`src/shared/dsl_pkg.sv`:
```
// Constants and types for the drive status indicator
package dsl_pkg;
	// Clock period and blink half period
	localparam int unsigned CLK_PERIOD_NS  = 4;
	localparam int unsigned BLINK_HALF_MS  = 500;
	localparam int unsigned BLINK_HALF_CYC = (BLINK_HALF_MS * 1000000) / CLK_PERIOD_NS;
	localparam int unsigned BLINK_CNT_W    = 27;
	// Configuration page that holds the polarity-select bit
	localparam logic [7:0]  POLARITY_PAGE     = 8'h19;
	localparam logic        POLARITY_RESET    = 1'h0;
	localparam logic        BLINK_PHASE_RESET = 1'h1;

	// Spindle state encoding
	typedef enum logic [1:0] {
		DSL_SPUN_DOWN = 2'h0,
		DSL_SPUN_UP   = 2'h1,
		DSL_SPIN_UP   = 2'h2,
		DSL_SPIN_DOWN = 2'h3
	} dsl_spindle_t;

	// Indicator source selection, one-hot
	typedef enum logic [2:0] {
		DSL_SRC_TABLE  = 3'h1,
		DSL_SRC_BLINK  = 3'h2,
		DSL_SRC_FORMAT = 3'h4
	} dsl_src_t;
endpackage

```
`src/dsl_blink_timer.sv`:
```
// Half-second blink timer for spindle transitions
`timescale 1ns/100ps
module dsl_blink_timer (
	// Clock and reset
	input  wire logic ref_clk,
	input  wire logic rst,
	input  wire logic clk_en,
	// Control
	input  wire logic run,
	output logic      phase
);
	typedef struct packed {
		logic [dsl_pkg::BLINK_CNT_W-1:0] cnt;
		logic                            phase;
	} dsl_tmr_t;

	dsl_tmr_t st;
	dsl_tmr_t next_st;

	always_comb begin
		next_st = st;
		if (!run) begin
			// Restart lit so each transition opens with a full lit half
			next_st.cnt   = '0;
			next_st.phase = dsl_pkg::BLINK_PHASE_RESET;
		end else if (st.cnt == dsl_pkg::BLINK_CNT_W'(dsl_pkg::BLINK_HALF_CYC - 1)) begin
			next_st.cnt   = '0;
			next_st.phase = ~st.phase;
		end else begin
			next_st.cnt = st.cnt + 1'b1;
		end
	end

	always_ff @(posedge ref_clk or posedge rst) begin
		if (rst) begin
			st.cnt   <= '0;
			st.phase <= dsl_pkg::BLINK_PHASE_RESET;
		end else if (clk_en) begin
			st <= next_st;
		end
	end

	assign phase = st.phase;
endmodule // dsl_blink_timer

```
`src/dsl_status_led.sv`:
```
// Drive status indicator control with open-drain output
// Contract
// (RULE_01) Stopped, idle: indicator dark always
// (RULE_02) Stopped, command executing: indicator lit always
// (RULE_03) At speed, idle: lit if polarity 0
// (RULE_04) At speed, busy: lit if polarity 1
// (RULE_05) Spindle transition: blink half second each
// (RULE_06) Format: toggle indicator per cylinder change
// (RULE_07) Polarity bit comes from configuration page 19h
// (RULE_08) Lit pulls pin low; dark releases it
// (RULE_09) Blink and format override activity table
`timescale 1ns/100ps
module dsl_status_led (
	// Clock and reset
	input  wire logic ref_clk,
	input  wire logic rst,
	input  wire logic clk_en,
	// Drive state
	input  wire logic [1:0] spindle_state,
	input  wire logic       cmd_active,
	input  wire logic       format_active,
	input  wire logic       cylinder_step,
	// Configuration page write
	input  wire logic       cfg_write,
	input  wire logic [7:0] cfg_page,
	input  wire logic       cfg_polarity,
	// Indicator pin
	input  wire logic       status_indicator_output_in,
	output logic            status_indicator_output_out,
	output logic            status_indicator_output_oe,
	// State view
	output logic            indicator_polarity_select,
	output logic            indicator_lit
);
	typedef struct packed {
		logic              polarity;
		logic              fmt_lit;
		logic              lit;
		logic              oe;
		dsl_pkg::dsl_src_t src;
	} dsl_state_t;

	dsl_state_t st;
	dsl_state_t next_st;
	logic       blink_phase;
	logic       transition;
	logic       table_lit;

	// Activity table lookup, used only by the table_lit logic
	function automatic logic table_value(input logic [1:0] spin, input logic busy,
		input logic pol);
		if (spin == dsl_pkg::DSL_SPUN_UP)
			return busy ? pol : ~pol; // RULE_03 RULE_04
		return busy; // RULE_01 RULE_02
	endfunction

	assign transition = (spindle_state == dsl_pkg::DSL_SPIN_UP) ||
		(spindle_state == dsl_pkg::DSL_SPIN_DOWN);
	assign table_lit  = table_value(spindle_state, cmd_active, st.polarity);

	dsl_blink_timer u_blink (
		.ref_clk (ref_clk),
		.rst     (rst),
		.clk_en  (clk_en),
		.run     (transition),
		.phase   (blink_phase)
	);

	always_comb begin
		next_st = st;
		if (cfg_write && cfg_page == dsl_pkg::POLARITY_PAGE)
			next_st.polarity = cfg_polarity; // RULE_07
		case (1'b1)
			transition: begin
				next_st.src = dsl_pkg::DSL_SRC_BLINK; // RULE_09
				next_st.lit = blink_phase; // RULE_05
			end
			format_active: begin
				next_st.src = dsl_pkg::DSL_SRC_FORMAT; // RULE_09
				next_st.lit = cylinder_step ? ~st.fmt_lit : st.fmt_lit;
			end
			default: begin
				next_st.src = dsl_pkg::DSL_SRC_TABLE;
				next_st.lit = table_lit;
			end
		endcase
		// Format toggle starts from the shown state so it never jumps
		if (!format_active || transition)
			next_st.fmt_lit = next_st.lit;
		else if (cylinder_step)
			next_st.fmt_lit = ~st.fmt_lit; // RULE_06
		next_st.oe = next_st.lit; // RULE_08
	end

	always_ff @(posedge ref_clk or posedge rst) begin
		if (rst) begin
			st.polarity <= dsl_pkg::POLARITY_RESET;
			st.fmt_lit  <= 1'b0;
			st.lit      <= 1'b0;
			st.oe       <= 1'b0;
			st.src      <= dsl_pkg::DSL_SRC_TABLE;
		end else if (clk_en) begin
			st <= next_st;
		end
	end

	// Open drain: only ever drives low
	assign status_indicator_output_out = 1'b0; // RULE_08
	assign status_indicator_output_oe  = st.oe;
	assign indicator_polarity_select   = st.polarity;
	assign indicator_lit               = st.lit;
endmodule // dsl_status_led

```
`config.mk`:
```
export PLATFORM = sky130hd
export DESIGN_NAME = dsl_status_led
export DESIGN_NICKNAME = d
export VERILOG_FILES = /design/src/shared/dsl_pkg.sv /design/src/dsl_blink_timer.sv /design/src/dsl_status_led.sv
export SDC_FILE = /design/constraint.sdc
export NUM_CORES = 1
export LEC_CHECK = 0
export ABC_AREA = 1
export BUFFER_PORTS_ARGS = -buffer_cell sky130_fd_sc_hd__buf_2
export CAP_MARGIN = 20
export CORE_MARGIN = 3
export CORE_UTILIZATION = 62
export CTS_CLUSTER_DIAMETER = 200
export DETAILED_ROUTE_END_ITERATION = 8
export PLACE_DENSITY = 0.84
export SLEW_MARGIN = 15
export SYNTH_ARGS = -nofsm -noshare
export SYNTH_HDL_FRONTEND = slang
export SYNTH_SLANG_ARGS = --single-unit
export TNS_END_PERCENT = 50
```
`constraint.sdc`:
```
create_clock -name ref_clk -period 3.4 [get_ports ref_clk]
set_input_delay 0.34 -clock ref_clk [delete_from_list [all_inputs] [get_ports ref_clk]]
set_output_delay 0.34 -clock ref_clk [all_outputs]
set_load 0.01 [all_outputs]
```
==> run metrics, run 1 <==
status complete, no violations; area of the mapped netlist approximately 1900 um^2; Wirelength per Cell between 10 and 15 um; startpoint types flop; post-synthesis sequential area ratio 40.6%; Worst Setup Path Type reg2reg; Initial Util 67.0%; CTS HTree Levels 2; placed cell count about 320; RD Place Congestion approximately 0.85; Final Power between 600 and 700 uW; die area approximately 3800 um^2; largest area contributor in the netlist dfrtp_1; Setup TNS Final 0 ps; Finished Layout Cells about 320; Worst Skew roughly 5.6 ps; CTS tree built; final instance area roughly 2100 um^2; Hold Buf Count CTS 0; FFs w/ async S/R, synth 100%; maximum VDD drop around 0.00024 V; Max clock buf depth 2; row count 19; Area Overhead vs Synth 9.29%; Vias/cell approximately 5.1; die span in x 61.5 um; number of antenna-violating nets in the routed design 0; share of the synthesized area in the top cell type slightly below 40%; Setup crit end kind flop; HPWL after DPL 2780 um; power density over the cells around 330 nW/um^2; top-count cell post-synth nand2_1; synth top area cells dfrtp_1 39%, nand2_1 16%, nor2_1 11%, inv_1 5.9%, xnor2_1 3.7%; # diodes 0; vias in the first global route between 1.5k and 2k; Starting DRT DRC Count about 110; Leak roughly 0.00097 uW; unrepaired setup endpoints after global routing false; fraction of layout cells with a size suffix above 1 about 14%; Die Span Y 61.5 um; Final Util between 70% and 80%; Initial DRT Pass Iterations 4; EDFF count, synth 0; fmax 0.590 GHz; Post-Route WL roughly 3800 um; setup repair bufs after CTS 0; IO Count 23; initial antenna violation count 0; fin crit period between 1500 and 2000 ps; Yosys warnings 0; largest net degree at the start of global routing 32; Core ar. around 2900 um^2; GRT Total Usage a little under a quarter; Data arrival, critical path 1930 ps; DR vias about 1.6k; setup violators final 0; grt total ovfl 0; Hold Vio Cnt, Final 0; Slew Viols, Final 0; nets between 300 and 400; post-cts resize count 0; Final period util approximately half; leading register cell type out of synthesis dfrtp_1; Remaining DRCs 0; synthesis-stage register bit count 31; first-pass GRT wire length ~6300 um; Port Buffers 20; Worst Path Max Fanout 19; Reg clk slew, reported paths roughly 90 ps; synth cell count leaders 84 x nand2_1, 55 x nor2_1, 30 x dfrtp_1, 30 x inv_1, 12 x nand3_1; CTS sink count 31; max cap viols 0; synth unique cells 25; CP required 3630 ps; Area after DPL 2020 um^2; Post-Syn Nets 288; number of CTS-inserted buffers 5; CTS Root Cell clkbuf_4; Clock Latency Late Sink about 340 ps; synthesized instance count 268; Mapped Avg Cell Area about 7 um^2; Hold WC Path Type in2async
==> cell usage in the layout (no fill, tap or decap), drive strengths merged <==
master  count
nand4       8
nand3      13
o21ai       3
inv        31
xnor2       8
clkbuf      8
o21bai      2
buf        21
nor3        7
ha          1
xor2        8
conb        1
and2        1
nor2       59
clkinv      1
dfrtp      30
nand2      88
dfstp       1
nand3b      2
==> cells by family after synthesis <==
logic type	Yosys count	share of synthesized area [%]
xor+xnor	16	7.33
fa+ha+maj	1	0.654
buf+inv	36	8.51
flops	31	40.6
other cells	1	0.196
simple gates	178	41.1
compound gates	5	1.57
==> sequential cells by signal, summed over array words and instances, names as in the netlist <==
signal                      count
u_blink.st                     27
u_blink.phase                   1
status_indicator_output_oe      1
st                              1
indicator_polarity_select       1
==> per-layer routing <==
metal	vias to the layer above	global-route usage [%]	routed length [um]
li1	867	-	-
met4	0	9.39	64
met1	750	28.4	1760
met5	-	0	0
met2	25	37.7	1840
met3	7	5.87	157
==> layout make-up <==
cell class,instances,area (um^2)
Tap cell,31,38.8
Multi-Input combinational cell,201,972
Inverter,32,125
Timing Repair Buffer,21,108
Sequential cell,31,777
Clock buffer,8,68.8
Fill cell,233,763
==> where the power goes <==
| part | leakage, uW | switching (uW) | internal, uW |
|---|---|---|---|
| Clock | 0.0000386 | 127 | 122 |
| Sequential | 0.000419 | 8.86 | 380 |
| Combinational | 0.000513 | 38.3 | 23.0 |
==> through the flow <==
stage,worst slack (ps),hold slack [ps]
global route,1580,88.4
floorplan,1940,443
CTS,1710,69.7
global placement,1760,433
finish,1710,56.6
detailed placement,1740,434
==> worst paths after layout <==
check | startpoint | end | slack [ps] | cells after the start
max in group asynchronous | rst | u_blink.phase | 3030 | 3
setup / recovery | u_blink.st[2] | u_blink.st[6] | 1710 | 10
setup reg to reg | u_blink.st[2] | u_blink.st[6] | 1710 | 10
min in group ref_clk | cfg_polarity | indicator_polarity_select | 230 | 3
hold reg to reg | u_blink.phase | u_blink.phase | 480 | 2
hold / removal | rst | u_blink.st[21] | 60 | 3
==> worst max-delay path: stages (launching register included) <==
cell      delay (ps)
dfrtp_1          400
ha_1             200
inv_1             70
nor2_4           150
nand3_1           90
nor2_1           140
nand2_1          100
nand2_2          110
nand2_4          100
clkinv_4         160
nor2_1            70
Power figures use the tool's default switching activity.
==> run 2, diff against run 1 <==
--- a/config.mk
+++ b/config.mk
@@ -9,10 +9,10 @@
 export BUFFER_PORTS_ARGS = -buffer_cell sky130_fd_sc_hd__buf_2
 export CAP_MARGIN = 20
 export CORE_MARGIN = 3
-export CORE_UTILIZATION = 62
+export CORE_UTILIZATION = 52
 export CTS_CLUSTER_DIAMETER = 200
 export DETAILED_ROUTE_END_ITERATION = 8
-export PLACE_DENSITY = 0.84
+export PLACE_DENSITY = 0.75
 export SLEW_MARGIN = 15
 export SYNTH_ARGS = -nofsm -noshare
 export SYNTH_HDL_FRONTEND = slang
==> constraint.sdc (replaced) <==
create_clock -name ref_clk -period 1.4 [get_ports ref_clk]
set_input_delay 0.14 -clock ref_clk [delete_from_list [all_inputs] [get_ports ref_clk]]
set_output_delay 0.14 -clock ref_clk [all_outputs]
set_load 0.01 [all_outputs]
==> run metrics, run 2 (synthesized netlist as in run 1, its figures left out) <==
DR vias roughly 1.9k; initial antenna violation count 0; maximum VDD drop approximately 0.00058 V; commonest cells after routing, fill and taps aside 80 x nand2_1, 41 x nor2_1, 37 x buf_4; status finished, violations left; largest net degree at the start of global routing 32; Biggest register u_blink.st; CP required about 1600 ps; IO Count 23; Setup crit start u_blink.st[2]; power density over the cells 747 nW/um^2; Port Buffers 20; die span in x 66.6 um; Initial Util 55.5%; startpoint types flop; grt total ovfl 0; Setup crit end kind flop; Slew Viols, Final 0; Sw Ratio roughly a quarter; commonest non-fill, non-tap cell in the layout nand2_1; CTS sink count 31; CTS HTree Levels 2; Post-Route WL slightly above 5000 um; HPWL after DPL 3300 um; Final Power 1930 uW; combinational power share 10.8%; Worst Skew about 5.8 ps; number of CTS-inserted buffers 5; fin crit period between 1000 and 1500 ps; failing checks negative setup slack; max reg flops 27; Hold Vio Cnt, Final 0; Initial DRT Pass Iterations 4; Area Overhead vs Synth 35.2%; Worst Setup Path Type reg2reg; FF-to-FF Start u_blink.st[2]; Max clock buf depth 2; origin of the worst min-delay path cfg_polarity; number of antenna-violating nets in the routed design 0; GRT Total Usage roughly a quarter; final setup margin -70.9 ps; Core ar. roughly 3400 um^2; nets around 350; Wirelength per Cell 13.3 um; CTS tree built; fraction of layout cells with a size suffix above 1 31.5%; row count 21; Leak around 0.0012 uW; Switch Pwr ~470 uW; Die Span Y approximately 67 um; Data arrival, critical path between 1500 and 2000 ps; max cap viols 0; vias in the first global route between 1.5k and 2k; CTS Root Cell clkbuf_8; Clock Latency Late Sink between 200 and 300 ps; Vias/cell a little over 5; first-pass GRT wire length between 8000 and 9000 um; die area 4440 um^2; share of power burned in registers approximately half; Int Power 1460 uW; Final period util 105%; RD Place Congestion just over 0.8; # diodes 0; setup violators final 24; Reg clk slew, reported paths approximately 70 ps; clock network power share between 40% and 50%; Hold WC Path Type in2reg; Remaining DRCs 0; Starting DRT DRC Count slightly below 100; Worst Path Max Fanout 9; fmax a little under 0.7 GHz; unrepaired setup endpoints after global routing true; WHS around 75 ps
[run 2: cell types whose count changed in the layout (fill, tap and decap cells not counted), moves of 3 or more]
cell,before,now
buf_4,1,37
clkbuf_4,5,0
clkbuf_8,2,7
nand2_1,84,80
nand3_1,12,7
nand3_2,0,5
nor2_1,55,41
nor2_2,0,11
nor2_4,4,7
[run 2: power groups by stage]
stage          logic [uW]  clock network, uW  registers, uW
2_1_floorplan         102                  0            960
3_3_place_gp          174                  0            956
3_5_place_dp          180                  0            957
4_1_cts               204                790            941
5_1_grt               233                833            944
6_report              208                782            941
[run 2: per-stage QoR]
stage	setup slack, ps	instance area (um^2)	std cells	setup TNS (ps)	util (%)
floorplan	-28.3	1910	268	-271	-
global placement	-102	2290	364	-1700	66.5
detailed placement	-156	2290	364	-2760	66.5
CTS	-56.6	2510	377	-1040	72.8
global route	-203	2580	379	-3890	75.1
finish	-70.9	2580	379	-1270	75.1
[run 2: worst max-delay path, cell delays in order (launching register included)]
cell and delay, ps:
dfrtp_1 350, ha_2 190, inv_2 50, nor2_4 100, nand3_2 90, nor2_4 130, nand2_4 90, nand2_8 100
nand2_8 110, clkinv_8 100, nor2_1 50
[run 2: final timing paths]
path	endpoint	slack (ps)	cells past startpoint
worst max-delay path	u_blink.st[10]	-70	10
worst min-delay path	indicator_polarity_select	80	3
worst max register to register	u_blink.st[10]	-70	10
worst min register to register	u_blink.phase	470	2
max in group asynchronous	u_blink.phase	550	4
min in group asynchronous	u_blink.st[24]	530	4
[run 2: final cells by class]
type	instances	area, um^2
inverters	32	133
clock buffers	8	100
multi-input cells	202	1100
fillers	271	857
well taps	46	57.6
repair inverters	2	25.0
flip-flops and latches	31	777
repair buffers	58	388
[run 2: metal layers]
| metal | GRT usage, % | part of all wire [%] | vias up |
|---|---|---|---|
| li1 | - | - | 949 |
| met1 | 29.9 | 42 | 888 |
| met2 | 43.3 | 51 | 53 |
| met3 | 6.75 | 4.5 | 18 |
| met4 | 11.7 | 3.1 | 0 |
| met5 | 0 | 0 | - |
[run 2: what timing repair did]
action,4_1_cts,5_1_grt
gates cloned,3,0
hold buffers,1,0
hold endpoints to repair,30,0
gates resized for setup,18,17
pin swaps,3,3
buffers inserted,1,2
setup endpoints to repair,27,28
==> run 3, diff against run 2 <==
==> constraint.sdc (replaced) <==
create_clock -name ref_clk -period 1.23 [get_ports ref_clk]
set_input_delay 0.123 -clock ref_clk [delete_from_list [all_inputs] [get_ports ref_clk]]
set_output_delay 0.123 -clock ref_clk [all_outputs]
set_load 0.01 [all_outputs]
==> run metrics, run 3 (synthesized netlist as in run 1, its figures left out) <==
GRT Total Usage 24.3%; WHS 65.5 ps; failing checks negative setup slack; Initial DRT Pass Iterations 4; Worst Path Max Fanout 10; nets roughly 360; Initial Util a little under three fifths; Starting DRT DRC Count 112; most frequent CP cell nor2_2; Setup crit end kind flop; # diodes 0; first-pass GRT wire length approximately 8100 um; Leak around 0.0013 uW; fraction of layout cells with a size suffix above 1 around a third; initial antenna violation count 0; FF-to-FF Start u_blink.st[2]; R2R Setup Slk -230 ps; Final Util 76.6%; Hold Vio Cnt, Final 0; RD Place Congestion ~0.96; Die Span Y between 60 and 70 um; Wirelength per Cell between 10 and 15 um; Hold WC Path Type in2reg; CTS Root Cell clkbuf_8; CTS tree built; die area 4440 um^2; Slew Viols, Final 0; kind of cell adding the most delay to the critical path simple AND/OR/NAND/NOR gates; row count 21; vias in the first global route approximately 1.9k; power density over the cells 790 nW/um^2; Port Buffers 20; max cap viols 0; Buf+Inv Stages, Crit Path 2; fin crit period between 1000 and 1500 ps; largest net degree at the start of global routing 32; Post-Route WL between 4000 and 5000 um; cell count of the worst hold path 3; commonest non-fill, non-tap cell in the layout nand2_1; Area Overhead vs Synth 37.8%; CP Cell Sequence ha_2 -> inv_2 -> nor2_4 -> nand3_2 -> nor2_2 -> nand2_2 -> nand2_4 -> nand2_8 -> clkinv_8 -> nor2_2; CTS HTree Levels 2; Reg clk slew, reported paths around 60 ps; origin of the worst min-delay path cfg_polarity; startpoint types flop; HPWL after DPL 3410 um; Remaining DRCs 0; Slowest cell on crit path dfrtp_1; number of antenna-violating nets in the routed design 0; WHS Endpoint indicator_polarity_select; setup violators final 28; max incr delay on CP ~370 ps; max reg flops 27; R2R cell count 10; Clock Latency Late Sink about 290 ps; final setup margin -228 ps; CP required 1390 ps; Data arrival, critical path approximately 1600 ps; Vias/cell 4.99; commonest cells after routing, fill and taps aside 79 x nand2_1, 47 x buf_4, 45 x nor2_1; unrepaired setup endpoints after global routing true; Biggest register u_blink.st; Final Power 2080 uW; worst reg2reg endpoint u_blink.st[15]; fmax 0.686 GHz; Core ar. 3440 um^2; Worst Setup Path Type reg2reg; status finished, violations left; Max clock buf depth 2; grt total ovfl 0; CTS sink count 31; IO Count 23; die span in x ~67 um; Final period util 119%; number of CTS-inserted buffers 5; Worst Skew 11.3 ps; maximum VDD drop roughly 0.00066 V; DR vias roughly 1.9k
[run 3: layout make-up]
cell class                 count  area [um^2]
fill                         238          807
clock inverter                 1         5.00
clock buffer                   7         76.3
tap                           46         57.6
sequential                    31          778
timing repair buffer          69          474
inverter                      32          133
multi-input combinational    202         1090
timing repair inverter         2         17.5
[run 3: metrics by stage]
step | TNS, ps | area (um^2) | setup WS, ps | std cells
after global routing | -7460 | 2640 | -285 | 390
after global placement | -4080 | 2360 | -185 | 374
after floorplan | -3190 | 1910 | -198 | 268
after CTS | -5220 | 2530 | -213 | 387
after detailed placement | -5660 | 2360 | -244 | 374
final | -5560 | 2640 | -228 | 390
[run 3: worst max-delay path by stage]
stage | from | to | slack, ps | cells past startpoint
6_report | u_blink.st[2] | u_blink.st[15] | -230 | 10
3_5_place_dp | u_blink.st[2] | u_blink.st[15] | -240 | 10
4_1_cts | u_blink.st[2] | u_blink.st[26] | -210 | 9
2_1_floorplan | u_blink.st[2] | u_blink.st[5] | -200 | 11
5_1_grt | u_blink.st[2] | u_blink.st[15] | -280 | 10
3_3_place_gp | u_blink.st[2] | u_blink.st[24] | -180 | 10
[run 3: power breakdown]
part | total (uW) | switching (uW) | leakage [uW] | internal [uW]
clock network | 770 | 374 | 0.0000422 | 396
logic | 235 | 137 | 0.000810 | 98.0
registers | 1080 | 24.9 | 0.000418 | 1050
total | 2080 | 536 | 0.00127 | 1550
[run 3: per-layer routing]
metal / wire length, um / share of wire (%) / track usage, % / up-vias
met2: 2420 / 49 / 40.8 / 53
li1: - / - / - / 976
met5: 0 / 0 / 0 / -
met4: 143 / 2.9 / 11.7 / 0
met1: 2130 / 43 / 29.6 / 901
met3: 248 / 5.0 / 4.55 / 15
[run 3: what timing repair did]
action / in CTS / in global routing
endpoints found under the setup margin: 28 / 30
hold buffers: 1 / 0
gates resized for setup: 10 / 22
pin swaps: 4 / 14
endpoints found under the hold margin: 30 / 0
buffers inserted: 2 / 2
cloned: 2 / 1
[run 3: worst reg2reg max path, cell delays in order (launching register included)]
cell and delay (ps):
dfrtp_1 370, ha_2 210, inv_2 50, nor2_4 80, nand3_2 70, nor2_2 110
nand2_2 90, nand2_4 130, nand2_8 100, clkinv_8 80, nor2_2 40
